`config.mk`:
```
export PLATFORM = sky130hd
export DESIGN_NAME = cc_io_control
export DESIGN_NICKNAME = d
export VERILOG_FILES = /design/src/cc_pkg.sv /design/src/cc_io_control.sv /design/src/cc_channel.sv
export VERILOG_INCLUDE_DIRS = /design/src
export SDC_FILE = /design/constraint.sdc
export NUM_CORES = 1
export LEC_CHECK = 0
export BUFFER_PORTS_ARGS = -buffer_cell sky130_fd_sc_hd__buf_2
export CORE_ASPECT_RATIO = 1.4
export CORE_UTILIZATION = 40
export DETAILED_ROUTE_END_ITERATION = 12
export MAX_ROUTING_LAYER = met4
export PLACE_DENSITY_LB_ADDON = 0.3
export SLEW_MARGIN = 20
export SYNTH_ARGS = -nofsm -noshare
export SYNTH_HDL_FRONTEND = slang
export SYNTH_SLANG_ARGS = --single-unit
```
`constraint.sdc`:
```
create_clock -name hclk -period 2.9 [get_ports hclk]
set_clock_uncertainty 0.15 [all_clocks]
set_input_delay 0 -clock hclk [delete_from_list [all_inputs] [get_ports hclk]]
set_output_delay 0 -clock hclk [all_outputs]
set_load 0.05 [all_outputs]
```
`src/cc_consts.svh`:
```
// register offsets, field positions, reset values for the capture/compare block
`ifndef CC_CONSTS_SVH
`define CC_CONSTS_SVH
`define CC_OFS_IOCTL      12'h000
`define CC_OFS_GR_FIRST   12'h004
`define CC_OFS_GR_SECOND  12'h008
`define CC_OFS_COUNTER    12'h00C
`define CC_OFS_STATUS     12'h010
`define CC_OFS_IRQ_EN     12'h014
`define CC_IOCTL_RESET    8'h00
`define CC_IOCTL_MASK     8'h77
`define CC_FIRST_LSB      0
`define CC_SECOND_LSB     4
`define CC_GR_RESET       16'hFFFF
`endif

```
`src/cc_pkg.sv`:
```
// types for the capture/compare block
package cc_pkg;
  typedef enum logic [2:0] {
    FN_OFF     = 3'b000,
    FN_DRIVE0  = 3'b001,
    FN_DRIVE1  = 3'b010,
    FN_TOGGLE  = 3'b011,
    FN_CAP_OFF = 3'b100,
    FN_CAP_RISE = 3'b101,
    FN_CAP_FALL = 3'b110,
    FN_CAP_BOTH = 3'b111
  } func_t;
  typedef enum logic [1:0] {
    BUS_IDLE  = 2'b00,
    BUS_WRITE = 2'b01,
    BUS_READ  = 2'b10
  } bus_state_t;
endpackage

```
`src/cc_io_control.sv`:
```
// AHB-Lite capture/compare block: io function control, two general registers
// How it works
// [RQ1] control register clears on reset and on either standby entry
// [RQ2] bits 7 and 3 read as zero; software writes zero there
// [RQ3] two 3-bit fields; top bit picks compare or capture
// [RQ4] field zero disables compare-match; pin level left undefined
// [RQ5] code 001 drives pin low on compare-match
// [RQ6] code 010 drives pin high on compare-match
// [RQ7] code 011 toggles pin on compare-match
// [RQ8] code 101 captures on rising edge; 100 never captures
// [RQ9] code 110 captures on falling edge
// [RQ10] code 111 captures on both edges
// [RQ11] capture modes block software writes to that general register
// [RQ12] upper field serves second register/pin, lower field the first
// [RQ13] each capture or match sets a flag; enabled flags raise interrupt
// [RQ14] capture copies the counter; match when counter equals register
// [RQ15] pins are synchronised before edge detection
//
// The address map and the AHB-Lite register port were chosen for this implementation.
`timescale 1ns/1ns
`default_nettype none
`include "cc_consts.svh"
module cc_io_control (
  input  wire logic        hclk,
  input  wire logic        hresetn,
  input  wire logic        hsel,
  input  wire logic [11:0] haddr,
  input  wire logic [1:0]  htrans,
  input  wire logic        hwrite,
  input  wire logic [2:0]  hsize,
  input  wire logic [31:0] hwdata,
  input  wire logic        hready,
  output logic [31:0]      hrdata,
  output logic             hreadyout,
  output logic             hresp,
  input  wire logic        hw_standby,
  input  wire logic        sw_standby,
  input  wire logic        first_timer_pin_in,
  output logic             first_timer_pin_out,
  output logic             first_timer_pin_oe_n,
  input  wire logic        second_timer_pin_in,
  output logic             second_timer_pin_out,
  output logic             second_timer_pin_oe_n,
  output logic             irq
);
  logic [7:0]  channel_io_function_control;
  logic [15:0] free_running_counter;
  logic [1:0]  status;
  logic [1:0]  interrupt_enable_reg;
  logic [11:0] addr_q;
  logic        write_q;
  logic        active_q;
  logic [7:0]  next_ioctl;
  logic [15:0] next_counter;
  logic [1:0]  next_status;
  logic [1:0]  next_irq_en;
  logic [31:0] next_hrdata;
  logic        standby;
  logic        wr_phase;
  logic        rd_addr;
  logic        wr_first;
  logic        wr_second;
  logic [15:0] general_reg_first;
  logic [15:0] general_reg_second;
  logic [1:0]  events;

  assign standby = hw_standby | sw_standby;
  // zero wait-state slave, always OKAY
  assign hreadyout = 1'b1;
  assign hresp = 1'b0;
  assign wr_phase = active_q && write_q;
  // read decoded in the address phase so hrdata stands through the data phase
  assign rd_addr = hsel && hready && htrans[1] && !hwrite;
  assign wr_first = wr_phase && (addr_q == `CC_OFS_GR_FIRST);
  assign wr_second = wr_phase && (addr_q == `CC_OFS_GR_SECOND);

  // address phase capture
  always_ff @(posedge hclk or negedge hresetn) begin
    if (!hresetn) begin
      addr_q   <= 12'h000;
      write_q  <= 1'b0;
      active_q <= 1'b0;
    end else begin
      addr_q   <= haddr;
      write_q  <= hwrite;
      active_q <= hsel && hready && htrans[1];
    end
  end

  // next values for the control, counter, flags and read data
  always_comb begin
    next_ioctl   = channel_io_function_control;
    next_counter = free_running_counter + 16'h0001;
    next_irq_en  = interrupt_enable_reg;
    next_status  = status;
    next_hrdata  = 32'h0000_0000;
    if (wr_phase) begin
      unique case (addr_q)
        `CC_OFS_IOCTL:   next_ioctl = hwdata[7:0] & `CC_IOCTL_MASK; // RQ2
        `CC_OFS_COUNTER: next_counter = hwdata[15:0];
        `CC_OFS_STATUS:  next_status = status & hwdata[1:0];
        `CC_OFS_IRQ_EN:  next_irq_en = hwdata[1:0];
        default:         next_ioctl = channel_io_function_control;
      endcase
    end
    // an event in the clearing cycle is kept: set beats clear
    next_status = next_status | events; // RQ13
    if (rd_addr) begin
      unique case (haddr)
        `CC_OFS_IOCTL:     next_hrdata = {24'h00_0000, channel_io_function_control}; // RQ2
        `CC_OFS_GR_FIRST:  next_hrdata = {16'h0000, general_reg_first};
        `CC_OFS_GR_SECOND: next_hrdata = {16'h0000, general_reg_second};
        `CC_OFS_COUNTER:   next_hrdata = {16'h0000, free_running_counter};
        `CC_OFS_STATUS:    next_hrdata = {30'h0000_0000, status};
        `CC_OFS_IRQ_EN:    next_hrdata = {30'h0000_0000, interrupt_enable_reg};
        default:           next_hrdata = 32'h0000_0000;
      endcase
    end
  end

  // register everything; standby forces the documented reset state
  always_ff @(posedge hclk or negedge hresetn) begin
    if (!hresetn) begin
      channel_io_function_control <= `CC_IOCTL_RESET; // RQ1
      free_running_counter        <= 16'h0000;
      status                      <= 2'b00;
      interrupt_enable_reg        <= 2'b00;
      hrdata                      <= 32'h0000_0000;
    end else if (standby) begin
      channel_io_function_control <= `CC_IOCTL_RESET; // RQ1
      free_running_counter        <= 16'h0000;
      status                      <= 2'b00;
      interrupt_enable_reg        <= 2'b00;
      hrdata                      <= 32'h0000_0000;
    end else begin
      channel_io_function_control <= next_ioctl;
      free_running_counter        <= next_counter;
      status                      <= next_status;
      interrupt_enable_reg        <= next_irq_en;
      hrdata                      <= next_hrdata;
    end
  end

  assign irq = |(status & interrupt_enable_reg); // RQ13

  // lower field serves the first register, upper field the second
  cc_channel u_first (
    .hclk        (hclk),
    .hresetn     (hresetn),
    .standby     (standby),
    .func        (channel_io_function_control[`CC_FIRST_LSB +: 3]), // RQ12
    .counter     (free_running_counter),
    .wr_en       (wr_first),
    .wr_data     (hwdata[15:0]),
    .pin_in      (first_timer_pin_in),
    .gr          (general_reg_first),
    .pin_out     (first_timer_pin_out),
    .pin_oe_n    (first_timer_pin_oe_n),
    .event_pulse (events[0])
  );
  cc_channel u_second (
    .hclk        (hclk),
    .hresetn     (hresetn),
    .standby     (standby),
    .func        (channel_io_function_control[`CC_SECOND_LSB +: 3]), // RQ12
    .counter     (free_running_counter),
    .wr_en       (wr_second),
    .wr_data     (hwdata[15:0]),
    .pin_in      (second_timer_pin_in),
    .gr          (general_reg_second),
    .pin_out     (second_timer_pin_out),
    .pin_oe_n    (second_timer_pin_oe_n),
    .event_pulse (events[1])
  );

  a_standby_clear: assert property (@(posedge hclk) disable iff (!hresetn) // RQ1
    standby |=> (channel_io_function_control == 8'h00))
    else $error("control not cleared by standby");
  a_reserved_zero: assert property (@(posedge hclk) disable iff (!hresetn) // RQ2
    (channel_io_function_control[7] == 1'b0) && (channel_io_function_control[3] == 1'b0))
    else $error("reserved control bit set");
  a_flag_sticky: assert property (@(posedge hclk) disable iff (!hresetn) // RQ13
    (!standby && events[0]) |=> status[0])
    else $error("event flag not set");
endmodule
`default_nettype wire

```
`src/cc_channel.sv`:
```
// one general register with its pin: compare output or input capture
`timescale 1ns/1ns
`default_nettype none
`include "cc_consts.svh"
module cc_channel (
  input  wire logic        hclk,
  input  wire logic        hresetn,
  input  wire logic        standby,
  input  wire logic [2:0]  func,
  input  wire logic [15:0] counter,
  input  wire logic        wr_en,
  input  wire logic [15:0] wr_data,
  input  wire logic        pin_in,
  output logic [15:0]      gr,
  output logic             pin_out,
  output logic             pin_oe_n,
  output logic             event_pulse
);
  logic       sync_a;
  logic       sync_b;
  logic       pin_prev;
  logic [15:0] next_gr;
  logic       next_pin_out;
  logic       next_event;
  logic       rise;
  logic       fall;
  logic       cap;
  logic       match;
  cc_pkg::func_t f;

  // two-flop synchroniser then edge history
  always_ff @(posedge hclk or negedge hresetn) begin
    if (!hresetn) begin
      sync_a   <= 1'b0;
      sync_b   <= 1'b0;
      pin_prev <= 1'b0;
    end else begin
      sync_a   <= pin_in; // RQ15
      sync_b   <= sync_a;
      pin_prev <= sync_b;
    end
  end

  // decode function field into match, edge and next values
  always_comb begin
    f = cc_pkg::func_t'(func); // RQ3
    rise = sync_b & ~pin_prev;
    fall = ~sync_b & pin_prev;
    // field 000 suppresses detection altogether
    match = ~func[2] && (func != 3'b000) && (counter == gr); // RQ4 RQ14
    cap = 1'b0;
    next_gr = gr;
    next_pin_out = pin_out;
    unique case (f)
      cc_pkg::FN_OFF:      next_pin_out = pin_out;
      cc_pkg::FN_DRIVE0:   if (match) next_pin_out = 1'b0; // RQ5
      cc_pkg::FN_DRIVE1:   if (match) next_pin_out = 1'b1; // RQ6
      cc_pkg::FN_TOGGLE:   if (match) next_pin_out = ~pin_out; // RQ7
      cc_pkg::FN_CAP_OFF:  cap = 1'b0; // RQ8
      cc_pkg::FN_CAP_RISE: cap = rise; // RQ8
      cc_pkg::FN_CAP_FALL: cap = fall; // RQ9
      cc_pkg::FN_CAP_BOTH: cap = rise | fall; // RQ10
    endcase
    // capture modes lock out software, so only a capture changes the register
    if (cap) begin
      next_gr = counter; // RQ14
    end else if (wr_en && !func[2]) begin
      next_gr = wr_data; // RQ11
    end
    next_event = cap | match; // RQ13
  end

  always_ff @(posedge hclk or negedge hresetn) begin
    if (!hresetn) begin
      gr          <= `CC_GR_RESET;
      pin_out     <= 1'b0;
      event_pulse <= 1'b0;
    end else if (standby) begin
      gr          <= `CC_GR_RESET;
      pin_out     <= 1'b0;
      event_pulse <= 1'b0;
    end else begin
      gr          <= next_gr;
      pin_out     <= next_pin_out;
      event_pulse <= next_event;
    end
  end

  // pin drives only while the register is a compare register
  assign pin_oe_n = func[2]; // RQ3

  a_drive_low: assert property (@(posedge hclk) disable iff (!hresetn) // RQ5
    (!standby && func == 3'b001 && match) |=> (pin_out == 1'b0))
    else $error("drive-low compare did not clear pin");
  a_toggle_pin: assert property (@(posedge hclk) disable iff (!hresetn) // RQ7
    (!standby && func == 3'b011 && match) |=> (pin_out != $past(pin_out)))
    else $error("toggle compare did not invert pin");
  a_rise_cap: assert property (@(posedge hclk) disable iff (!hresetn) // RQ8
    (!standby && func == 3'b101 && sync_b && !pin_prev) |=> (gr == $past(counter)))
    else $error("rising edge not captured");
  a_fall_cap: assert property (@(posedge hclk) disable iff (!hresetn) // RQ9
    (!standby && func == 3'b110 && !sync_b && pin_prev) |=> (gr == $past(counter)))
    else $error("falling edge not captured");
  a_write_block: assert property (@(posedge hclk) disable iff (!hresetn) // RQ11
    (!standby && func[2] && !cap && wr_en) |=> $stable(gr))
    else $error("write reached capture register");
  a_off_quiet: assert property (@(posedge hclk) disable iff (!hresetn) // RQ4
    (func == 3'b000) |-> !match)
    else $error("match seen with function off");
endmodule
`default_nettype wire

```
Yosys cells after proc, flatten, opt, wreduce, memory -nomap -nowiden
Cells that the tools add are included.
W data, S select, Z words.
{ "totals": {"register_bits": 116, "in_bits": 58, "output_inout_bits": 39, "wordCells": 137} }
{ "classes": {"addsub": 1, "eq_ne": 30, "muxes": 35, "n_bitwise": 20, "n_reduce_logical": 31} }
{ "op_table": {"columns": ["cell", "count"], "rows": [
  ["$mux W16", 10],
  ["$pmux W16 S6", 1],
  ["$eq A12 B4 Y1 const B", 4],
  ["$eq A12 B5 Y1 const B", 4],
  ["$eq A16 B16 Y1", 2],
  ["$mux W32", 1],
  ["$eq A12 B3 Y1 const B", 2],
  ["$logic_not A12 Y1", 2],
  ["$mux W8", 3],
  ["$eq A3 B3 Y1 const B", 6],
  ["$ne A3 B2 Y1 const B", 6],
  ["$add A16 B1 Y16 const B", 1],
  ["$eq A3 B2 Y1 const B", 4],
  ["$logic_and A1 B1 Y1", 12],
  ["$mux W2", 6],
  ["$pmux W1 S3", 4],
  ["$reduce_bool A3 Y1", 4],
  ["$mux W1", 10],
  ["$not A1 Y1", 8],
  ["$reduce_and A4 Y1", 2],
  ["$reduce_bool A4 Y1", 2],
  ["$eq A3 B1 Y1 const B", 2],
  ["$reduce_bool A2 Y1", 3],
  ["$or A1 B1 Y1", 5],
  ["6 further kinds", 13]
]} }

Logic depth before layout (Yosys ltp)
Gate-level depths: netlist of run 1.
{ "depth": {"word_depth": 6, "depth_mapped": 9, "depth_no_buf": 7} }

Cells and area by module
From an unflattened synthesis of run 1, not the netlist that was laid out.
{ "unflattened": {"cells_unflattened": 568, "area_unflattened_um2": 5464.0} }
{ "by_module_without_submodules": {"columns": ["mod", "n_inst", "cells_per_inst", "area_per_inst_um2", "seq_area_each_um2"], "rows": [
  ["cc_io_control", 1, 262, 2801.4, 1401.3],
  ["cc_channel", 2, 153, 1331.3, 545.5]
]} }

Worst setup path before layout of run 1
Ideal clock, no wire load.
{ "synth_timing": {"path_type": "register to register", "start": "register channel_io_function_control[6]", "end": "register u_second.gr[10]", "setup_time_ns": 0.090, "t_arrival_ns": 2.323, "required_ns": 2.660, "slack_ns": 0.336, "stages_incl_launch_ff": 8, "n_path_buf": 2, "synth_period_minus_slack_ns": 2.564, "cell_sequence": "dfrtp_1 > or4b_1 > or4_4 > buf_6 > buf_12 > mux2_4 > mux2i_1 > nand2_1"} }
{ "synth_between": {"elab_chain_cells": 4, "elab_cells_between_ends": 9, "classes_between": "3 x eq/ne; 3 x mux; 3 x reduce/logical"} }
{ "synth_lines": {"columns": ["element", "line_no", "source"], "rows": [
  ["from (decl)", "cc_io_control.sv:46", "logic [7:0] channel_io_function_control;"],
  ["from (signal assigned)", "cc_io_control.sv:124", "channel_io_function_control <= `CC_IOCTL_RESET;"],
  ["from (signal assigned)", "cc_io_control.sv:130", "channel_io_function_control <= `CC_IOCTL_RESET;"],
  ["from (signal assigned)", "cc_io_control.sv:136", "channel_io_function_control <= next_ioctl;"],
  ["$eq A3 B3 Y1", "cc_channel.sv:54", "unique case (f)"],
  ["$pmux W1 S3", "cc_channel.sv:54", null],
  ["$mux W16", "cc_channel.sv:65", "if (cap) begin"],
  ["$mux W16", "cc_channel.sv:78", "end else if (standby) begin"],
  ["to (signal assigned)", "cc_channel.sv:75", "gr <= `CC_GR_RESET;"],
  ["to (signal assigned)", "cc_channel.sv:79", "gr <= `CC_GR_RESET;"],
  ["to (signal assigned)", "cc_channel.sv:83", "gr <= next_gr;"],
  ["to (decl)", "cc_channel.sv:14", "output logic [15:0] gr,"]
]} }
Parallel ways exist; a longest one is shown, timed or not.
A chain may end at the register's enable or synchronous reset.

Final worst setup path of run 1
{ "layout_timing": {"start": "input port hw_standby", "end": "register hrdata[5]"} }
{ "layout_between": {"elab_chain_cells": 2} }
{ "layout_lines": {"columns": ["element", "line_no", "source"], "rows": [
  ["from (decl)", "cc_io_control.sv:36", "input wire logic hw_standby,"],
  ["$or A1 B1 Y1", "cc_io_control.sv:67", "assign standby = hw_standby | sw_standby;"],
  ["$mux W32", "cc_io_control.sv:129", "end else if (standby) begin"],
  ["to (signal assigned)", "cc_io_control.sv:140", "hrdata <= next_hrdata;"],
  ["to (decl)", "cc_io_control.sv:33", "output logic [31:0] hrdata,"]
]} }
No other way between the ends.

==> metrics, run 1 <==
ANT nets after route=0; Area Growth Syn to Fin=18.3%; drt initial violations=320; dpl hpwl=10100 um; share of cells above drive strength 1=24.2%; die height=140 um; TritonCTS Sinks=98; Synth Register Bits=98; Power Density=433 nW/um^2; overall routed net length=14700 um; Design Area, Final=6460 sq um; CP endpoint kind=flip-flop; H-tree levels=3; sequential cell area=2490 sq um; Worst Tran Pin Value=0.711 ns; critical path fanouts, max=14; Synth Flop Type=dfrtp_1; Clock Tree Root=clkbuf_16; period utilisation layout=88.6%; setup TNS=0 ns; Buf/Inv on CP=3; post-synth top area share=30.3%; Hold Worst Slack=0.00985 ns; PortBufs=58; clk_lat worst skew=0.35 ns; max_slew headroom=52.6%; Core Region=13300 sq um; first-pass GRT wire length=23700 um; Clock transition at path regs=0.07 ns; outcome=completed; DR WL/cell=17.9 um; top cells by count, synth=66 x dfrtp_1, 61 x nand2_1, 59 x nor2_1, 32 x dfstp_2; async set-reset flop share out of synthesis=100%; worst vdd ir=252 uV; post-synthesis area per instance=9.69 sq um; Leak=2.99 nW; initial core utilization=40.9%; largest area contributor in the netlist=dfrtp_1; GRT Util Overall=22.8%; f_max=0.389 GHz; Max stage delay on crit path=0.61 ns; Final Critical Period=2.57 ns; max-cap viol count=0; Die Area=14100 sq um; ant diodes=0; placed cell areas=5810 sq um; final non-filler cell total=823; Clock Path Buffers=2; Post-route DRC=0; GPL Wtd Cong=0.918; most used standard cell by instance count after synthesis=dfrtp_1; yosys warns=0; Post-synth EDFFs=0; Pins Over Slew Limit=0; # rows=50; Vias/cell=5.38; DR vias=4430; CTS Buf Count=9; Setup WS pre-CTS=0.399 ns; crit path launch type=primary input; Syn Std Cell Area=5460 sq um; worst hold-check path type=in -> reg; DR pass1 iterations=5; Setup CP Type=in -> reg; chip width=101 um; RSZ-0062 raised after global routing=false; hold path startpoint=sw_standby; Multi-input gate area=2670 sq um; Layout fillers=1247; Syn Inst Count=563; CTS tree=done; # IOs=97; worst setup margin=0.330 ns; placed insts=771; FF-to-FF setup slack=0.37 ns; GRT overflow=0; critical path arrival=2.70 ns; largest cells by area after synthesis=dfrtp_1 30%, dfstp_2 15%, xnor2_1 5.0%; Final nets=699; crit path cell chain=dlygate4sd3_1 -> buf_2 -> or2_2 -> dlygate4sd3_1 -> or4_1 -> a21o_1 -> nor2_1; synth unique cells=49; post-synthesis sequential area ratio=45.7%; largest net degree at the start of global routing=54; vias in the first global route=4476; cell mode on critical path=dlygate4sd3_1; Critical Path Source=hw_standby; # setup viols final=0; slowest stage cell on the critical path=dlygate4sd3_1; Top delay family on crit path=buffers and inverters; Worst Path Required=3.03 ns; initial antenna violation count=0; R2R Path Start=addr_q[9]; Hold Vio Cnt, Final=0
cell families after synthesis:
logic type / Yosys count / synth area share, %
simple gates: 209 / 18.7
flops: 98 / 45.7
fa+ha+maj: 5 / 1.15
compound gates: 82 / 8.94
mux: 53 / 11.4
other cells: 2 / 0.138
buf+inv: 68 / 6.65
xor+xnor: 46 / 7.38
what timing repair did:
action                                 CTS  global route
endpoints found under the hold margin  128             0
hold buffers                            36             0
setup buffers                            0             0
resized for setup                        0             0
tightest hold or removal path, delay by kind of cell:
family	cells	cell delay (ns)
simple gates	2	0.14
buf+inv	2	0.33
area by class of cell:
cell class / instances / area share (%)
well taps: 182 / 3.53
clock buffers: 9 / 3.49
inverters: 8 / 0.465
multi-input cells: 413 / 41.3
clock inverters: 7 / 0.911
flip-flops and latches: 98 / 38.6
repair buffers: 106 / 11.7
stage by stage:
step | power, mW | utilization [%]
global route | 2.89 | 48.5
finish | 2.80 | 48.5
detailed placement | 1.62 | 43.6
global placement | 1.62 | 43.6
CTS | 2.82 | 48.5
floorplan | 1.55 | -
placed cells by master, fill, tap and decap left out, types with 2 or more instances in the layout:
cell type	count
mux2_2	17
clkbuf_16	9
xnor2_1	31
ha_1	5
nand4_1	15
a21boi_0	2
buf_2	57
mux2_4	9
conb_1	18
nand3_1	19
a211oi_1	9
nor4_1	4
a31o_2	2
mux4_2	2
o21ai_0	30
dlygate4sd3_1	36
dfstp_2	32
or4_4	2
dfrtp_1	66
xor2_1	15
a22oi_1	13
nand2b_1	6
inv_1	8
nor3_1	9
nor2_1	58
nand2_1	61
mux2i_1	25
inv_6	3
a21oi_1	21
and4_1	2
buf_4	12
and3_1	20
path summary, 6_finish.rpt:
path | cells after the start | to
setup / recovery | 7 | hrdata[5]
hold / removal | 4 | u_second.gr[8]
setup reg to reg | 5 | u_second.gr[11]
hold reg to reg | 0 | u_first.sync_b
max in group asynchronous | 3 | u_second.gr[4]
min in group asynchronous | 2 | hrdata[10]
routing by layer:
layer  vias up  track usage, %  wire [um]  part of all wire [%]
li1       2046               -          -                     -
met1      2229            26.8       5930                    40
met2       126            38.7       7770                    53
met3        29            2.94        502                   3.4
met4         0            10.5        496                   3.4
met5         -               -          0                     0
power breakdown:
part / total (mW) / switching, mW / leakage, nW / internal (mW)
clock: 1.17 / 0.568 / 0.139 / 0.598
combinational: 0.237 / 0.152 / 1.64 / 0.0846
sequential: 1.40 / 0.0131 / 1.21 / 1.38
total: 2.80 / 0.733 / 2.99 / 2.07
Note: power is estimated with default switching activity, not from simulation.
==> run 2: changes to the inputs <==
--- a/config.mk
+++ b/config.mk
@@ -15,4 +15,5 @@
 export SLEW_MARGIN = 20
 export SYNTH_ARGS = -nofsm -noshare
 export SYNTH_HDL_FRONTEND = slang
+export SYNTH_HIERARCHICAL = 1
 export SYNTH_SLANG_ARGS = --single-unit
==> constraint.sdc (replaced) <==
create_clock -name hclk -period 3.1 [get_ports hclk]
set_clock_uncertainty 0.15 [all_clocks]
set_input_delay 0 -clock hclk [delete_from_list [all_inputs] [get_ports hclk]]
set_output_delay 0 -clock hclk [all_outputs]
set_load 0.05 [all_outputs]
==> run 2 against run 1 <==
Against the previous run:
- die area grew 0.14%
- non-clock buffer count down 3
- register-to-register slack gained 0.32 ns
- synthesized cell count is 0.89% higher
- highest routed layer unchanged
==> metrics, run 2 <==
CP endpoint kind=flip-flop; Layout fillers=1236; critical path fanouts, max=16; Leak=3.26 nW; share of cells above drive strength 1=22.0%; Reg power frac=47.0%; clk_lat worst skew=0.35 ns; post-synthesis area per instance=9.62 sq um; initial antenna violation count=0; # rows=50; most frequent cells in the layout=79 x nand2_1, 66 x dfrtp_1, 64 x nor2_1, 57 x buf_2, 42 x xnor2_1; die height=140 um; internal power=2.10 mW; post-synth top area share=30.2%; DR vias=4453; period utilisation layout=77.7%; Worst Tran Pin Value=0.889 ns; setup TNS=0 ns; drt initial violations=292; slowest stage cell on the critical path=nand2b_1; Power Density=429 nW/um^2; Area Growth Syn to Fin=18.5%; top cells by count, synth=79 x nand2_1, 66 x dfrtp_1, 65 x nor2_1, 42 x xnor2_1, 33 x and3_1; worst setup margin=0.693 ns; Final nets=713; DR pass1 iterations=5; max_slew headroom=40.7%; Die Area=14100 sq um; PortBufs=58; largest cells by area after synthesis=dfrtp_1 30%, dfstp_2 15%, xnor2_1 6.7%; CTS tree=done; Max stage delay on crit path=0.52 ns; Clock Tree Root=clkbuf_16; max-cap viol count=0; RSZ-0062 raised after global routing=false; crit path launch type=flip-flop; Pins Over Slew Limit=0; Switching Share=24.3%; largest area contributor in the netlist=dfrtp_1; Setup CP Type=reg -> reg; crit path cell chain=nor4_2 -> nand2_1 -> nor3_1 -> nand2b_1 -> nand2_1 -> and3_1 -> o21bai_1; Net Switching=0.676 mW; outcome=completed; GPL Wtd Cong=0.847; DR WL/cell=17.2 um; Synth Register Bits=98; Post-synth EDFFs=0; Syn Std Cell Area=5460 sq um; commonest non-fill, non-tap cell in the layout=nand2_1; GRT Util Overall=22.4%; vias in the first global route=4460; largest net degree at the start of global routing=71; synth unique cells=42; # setup viols final=0; cell mode on critical path=nand2_1; Clock Path Buffers=2; H-tree levels=3; Logic pwr share=8.7%; async set-reset flop share out of synthesis=100%; post-synthesis sequential area ratio=45.6%; Clock transition at path regs=0.07 ns; critical path arrival=2.54 ns; ANT nets after route=0; most used standard cell by instance count after synthesis=nand2_1; Final Critical Period=2.41 ns; Vias/cell=5.32; Synth Flop Type=dfrtp_1; share of power burned in the clock network=44.3%; dpl hpwl=9230 um; yosys warns=6; overall routed net length=14400 um; post_cts resized=0; worst vdd ir=341 uV; Hold Vio Cnt, Final=0; Setup WS pre-CTS=0.693 ns; first-pass GRT wire length=23100 um; Core Region=13300 sq um; initial core utilization=41.0%; post-CTS setup buffer count=0; sequential cell area=2490 sq um; chip width=101 um; # IOs=97; GRT overflow=0; Syn Inst Count=568; ant diodes=0; f_max=0.415 GHz; worst hold-check path type=in -> reg; Worst Path Required=3.23 ns; TritonCTS Sinks=98; CTS Buf Count=9; Post-route DRC=0; Multi-input gate area=2670 sq um
[run 2: cell types whose count changed in the layout (fill, tap and decap cells not counted), sizes merged, moves of 11 or more]
cell / delta
and3: +13
mux2: -16
mux2i: -20
nand2: +18
o21bai: +32
xnor2: +11
xor2: -11
[run 2: final cells by class]
cell class,instances,share of cell area (%)
inverter,11,0.638
sequential,98,38.5
multi-input combinational,427,41.2
clock buffer,9,3.48
timing repair buffer,103,11.1
clock inverter,7,1.57
tap,182,3.52
[run 2: kinds of logic (layout without fill, tap and decap cells)]
logic type	after synthesis	count (layout)	synth area share [%]
AO/OA/AOI/OAI	93	93	11.2
XOR/XNOR	46	46	7.37
adder cells (fa/ha/maj)	5	5	1.14
buffers and inverters	59	130	6.75
flip-flops	98	98	45.6
multiplexers	21	21	5.45
other	2	18	0.137
AND/OR/NAND/NOR	244	244	22.4
[run 2: repair_timing]
action | 4_1_cts | 5_1_grt
setup endpoints to repair | 0 | 0
hold buffers | 36 | 0
endpoints found under the hold margin | 125 | 0
[run 2: per-layer routing]
layer	part of all wire (%)	vias to the layer above	wire (um)	track usage (%)
li1	-	2084	-	-
met1	41	2158	5840	26.9
met2	50	173	7220	36.8
met3	5.1	38	738	3.24
met4	3.9	0	563	10.8
met5	0	-	0	-
[run 2: worst max-delay path, delay by kind of cell, from the launching register on]
kind,cells,cell delay [ns]
and+or+nand+nor,6,1.74
DFF,1,0.38
AOI/OAI and AO/OA,1,0.07
[run 2: final timing paths]
check	endpoint	cells after the start	slack [ns]	start
max	u_second/gr[10]	7	0.69	addr_q[4]
min	u_second/sync_a	2	0.14	second_timer_pin_in
max reg2reg	u_second/gr[10]	7	0.69	addr_q[4]
min reg2reg	u_second/sync_b	0	0.20	u_second/sync_a
max in group asynchronous	u_second/gr[8]	3	1.80	hresetn
min in group asynchronous	free_running_counter[0]	2	0.18	hresetn
[run 2: metrics by stage]
stage                     hold WS, ns  util [%]  std cells  area [sq um]  power [mW]
after CTS                       0.125      48.6        837          6470        2.80
final                           0.136      48.6        837          6470        2.78
after detailed placement      -0.0403      43.4        785          5790        1.53
after floorplan                -0.446         -        584          5520        1.47
after global routing            0.135      48.6        837          6470        2.88
after global placement        -0.0418      43.4        785          5790        1.53
[run 2: power groups by stage]
stage          combinational, mW  sequential, mW  clock, mW
2_1_floorplan              0.139            1.33          0
3_3_place_gp               0.203            1.33          0
3_5_place_dp               0.206            1.33          0
4_1_cts                    0.241            1.31       1.26
5_1_grt                    0.260            1.31       1.31
6_report                   0.241            1.31       1.23
==> run 3: changes to the inputs <==
==> constraint.sdc (replaced) <==
create_clock -name hclk -period 2 [get_ports hclk]
set_clock_uncertainty 0.15 [all_clocks]
set_input_delay 0 -clock hclk [delete_from_list [all_inputs] [get_ports hclk]]
set_output_delay 0 -clock hclk [all_outputs]
set_load 0.05 [all_outputs]
==> run 3 against run 2 <==
Against the previous run:
- non-clock buffer count grew 23
- hold slack lost 0.13 ns
- first-iteration DRC count shrank 6.8%
- critical path depth grew 1
- clock-buffer cell count grew 2
- core utilization grew 2.3 points
- routed wire length grew 6.6%
- sequential cell count is the same
- design area grew 4.8%
- global-route usage grew 1.3 points
- highest routed layer unchanged
==> metrics, run 3 (synthesis gave the netlist of run 2 again) <==
commonest non-fill, non-tap cell in the layout=nand2_1; CTS Buf Count=9; drt initial violations=272; RSZ-0062 raised after global routing=true; Hold Vio Cnt, Final=0; Clock transition at path regs=0.07 ns; H-tree levels=3; Power Density=634 nW/um^2; initial core utilization=41.0%; Final Critical Period=1.96 ns; hold path depth=2; # IOs=97; most frequent cells in the layout=76 x nand2_1, 65 x dfrtp_1, 63 x nor2_1, 57 x buf_2, 41 x xnor2_1; Final nets=736; CP endpoint kind=flip-flop; max-cap viol count=0; vias in the first global route=4607; crit path launch type=flip-flop; Layout fillers=1233; R2R Path Start=addr_q[1]; Setup WS pre-CTS=-0.0364 ns; die height=140 um; placed cell areas=6000 sq um; initial antenna violation count=0; setup TNS=0 ns; first-pass GRT wire length=24500 um; clk_lat worst skew=0.35 ns; Clock Path Buffers=2; CTS tree=done; Setup CP Type=reg -> reg; Post-route DRC=0; hold path startpoint=haddr[2]; outcome=completed; Clock Tree Root=clkbuf_16; reg2reg end=u_second/gr[11]; ant diodes=0; worst hold-check path type=in -> reg; GRT Util Overall=23.7%; worst r2r path cells=8; worst vdd ir=364 uV; Worst Path Required=2.13 ns; TritonCTS Sinks=98; Die Area=14100 sq um; DR pass1 iterations=4; Design Area, Final=6780 sq um; f_max=0.511 GHz; max_slew headroom=45.9%; Pins Over Slew Limit=0; DR vias=4534; critical path fanouts, max=8; DR WL/cell=17.8 um; PortBufs=58; largest net degree at the start of global routing=48; Core Region=13300 sq um; # setup viols final=0; critical path arrival=2.09 ns; Area Growth Syn to Fin=24.2%; Worst Tran Pin Value=0.808 ns; overall routed net length=15300 um; Vias/cell=5.27; worst-case hold path end point=addr_q[2]; Final Util=50.9%; ANT nets after route=0; FF-to-FF setup slack=0.04 ns; GPL Wtd Cong=0.851; # rows=50; Leak=3.42 nW; worst setup margin=0.0433 ns; period utilisation layout=97.8%; chip width=101 um; dpl hpwl=9910 um; GRT overflow=0; share of cells above drive strength 1=26.5%
[run 3: cell count changes in the layout (fill, tap and decap cells not counted), moves of 3 or more]
cell     previous run  this run
buf_12              0         5
nand2_1            79        76
buf_4              10        26
nand2_2             0         3
[run 3: how the worst max path moves through the flow]
stage	startpoint	endpoint	cells past startpoint
after floorplan	addr_q[10]	u_second/gr[3]	9
after global placement	addr_q[4]	u_second/gr[9]	8
after detailed placement	addr_q[4]	u_second/gr[15]	8
after CTS	addr_q[4]	u_second/gr[15]	8
after global routing	addr_q[1]	u_second/gr[11]	8
final	addr_q[1]	u_second/gr[11]	8
[run 3: metal layers]
| metal | vias to the layer above | global-route usage (%) | wire, um |
|---|---|---|---|
| li1 | 2118 | - | - |
| met3 | 36 | 3.84 | 609 |
| met5 | - | - | 0 |
| met4 | 0 | 10.5 | 514 |
| met1 | 2229 | 27.6 | 6210 |
| met2 | 151 | 39.9 | 7970 |
[run 3: power by group]
| part | internal, mW | total, mW | switching (mW) |
|---|---|---|---|
| clock | 1.13 | 1.88 | 0.757 |
| sequential | 2.01 | 2.03 | 0.0179 |
| combinational | 0.156 | 0.391 | 0.235 |
[run 3: timing repair]
action,in CTS,in global routing
endpoints found under the hold margin,148,0
hold buffers,36,0
gates resized for setup,7,13
endpoints found under the setup margin,18,36
pin swaps,0,8
cloned,1,0
buffers inserted,0,3
[run 3: critical path, stage by stage, from the launching register on]
cell	delay, ns
dfrtp_1	0.37
and4bb_4	0.37
nand2_2	0.06
nor3_2	0.18
nor2b_4	0.23
buf_6	0.17
nand2_2	0.06
and3_4	0.16
o21bai_1	0.13
[run 3: final cells by class]
class	instances	area [sq um]	area share, %
inverters	11	41.3	0.609
repair buffers	126	963	14.2
well taps	182	228	3.36
clock buffers	11	243	3.58
clock inverters	5	77.6	1.14
multi-input cells	427	2740	40.4
flip-flops and latches	98	2490	36.8
[run 3: through the flow]
stage               power, mW  hold WS, ns  instances
floorplan                2.27       -0.446        584
global placement         2.39       -0.220        804
detailed placement       2.39       -0.218        804
CTS                      4.34     0.000612        857
global route             4.45      0.00542        860
finish                   4.30      0.00950        860
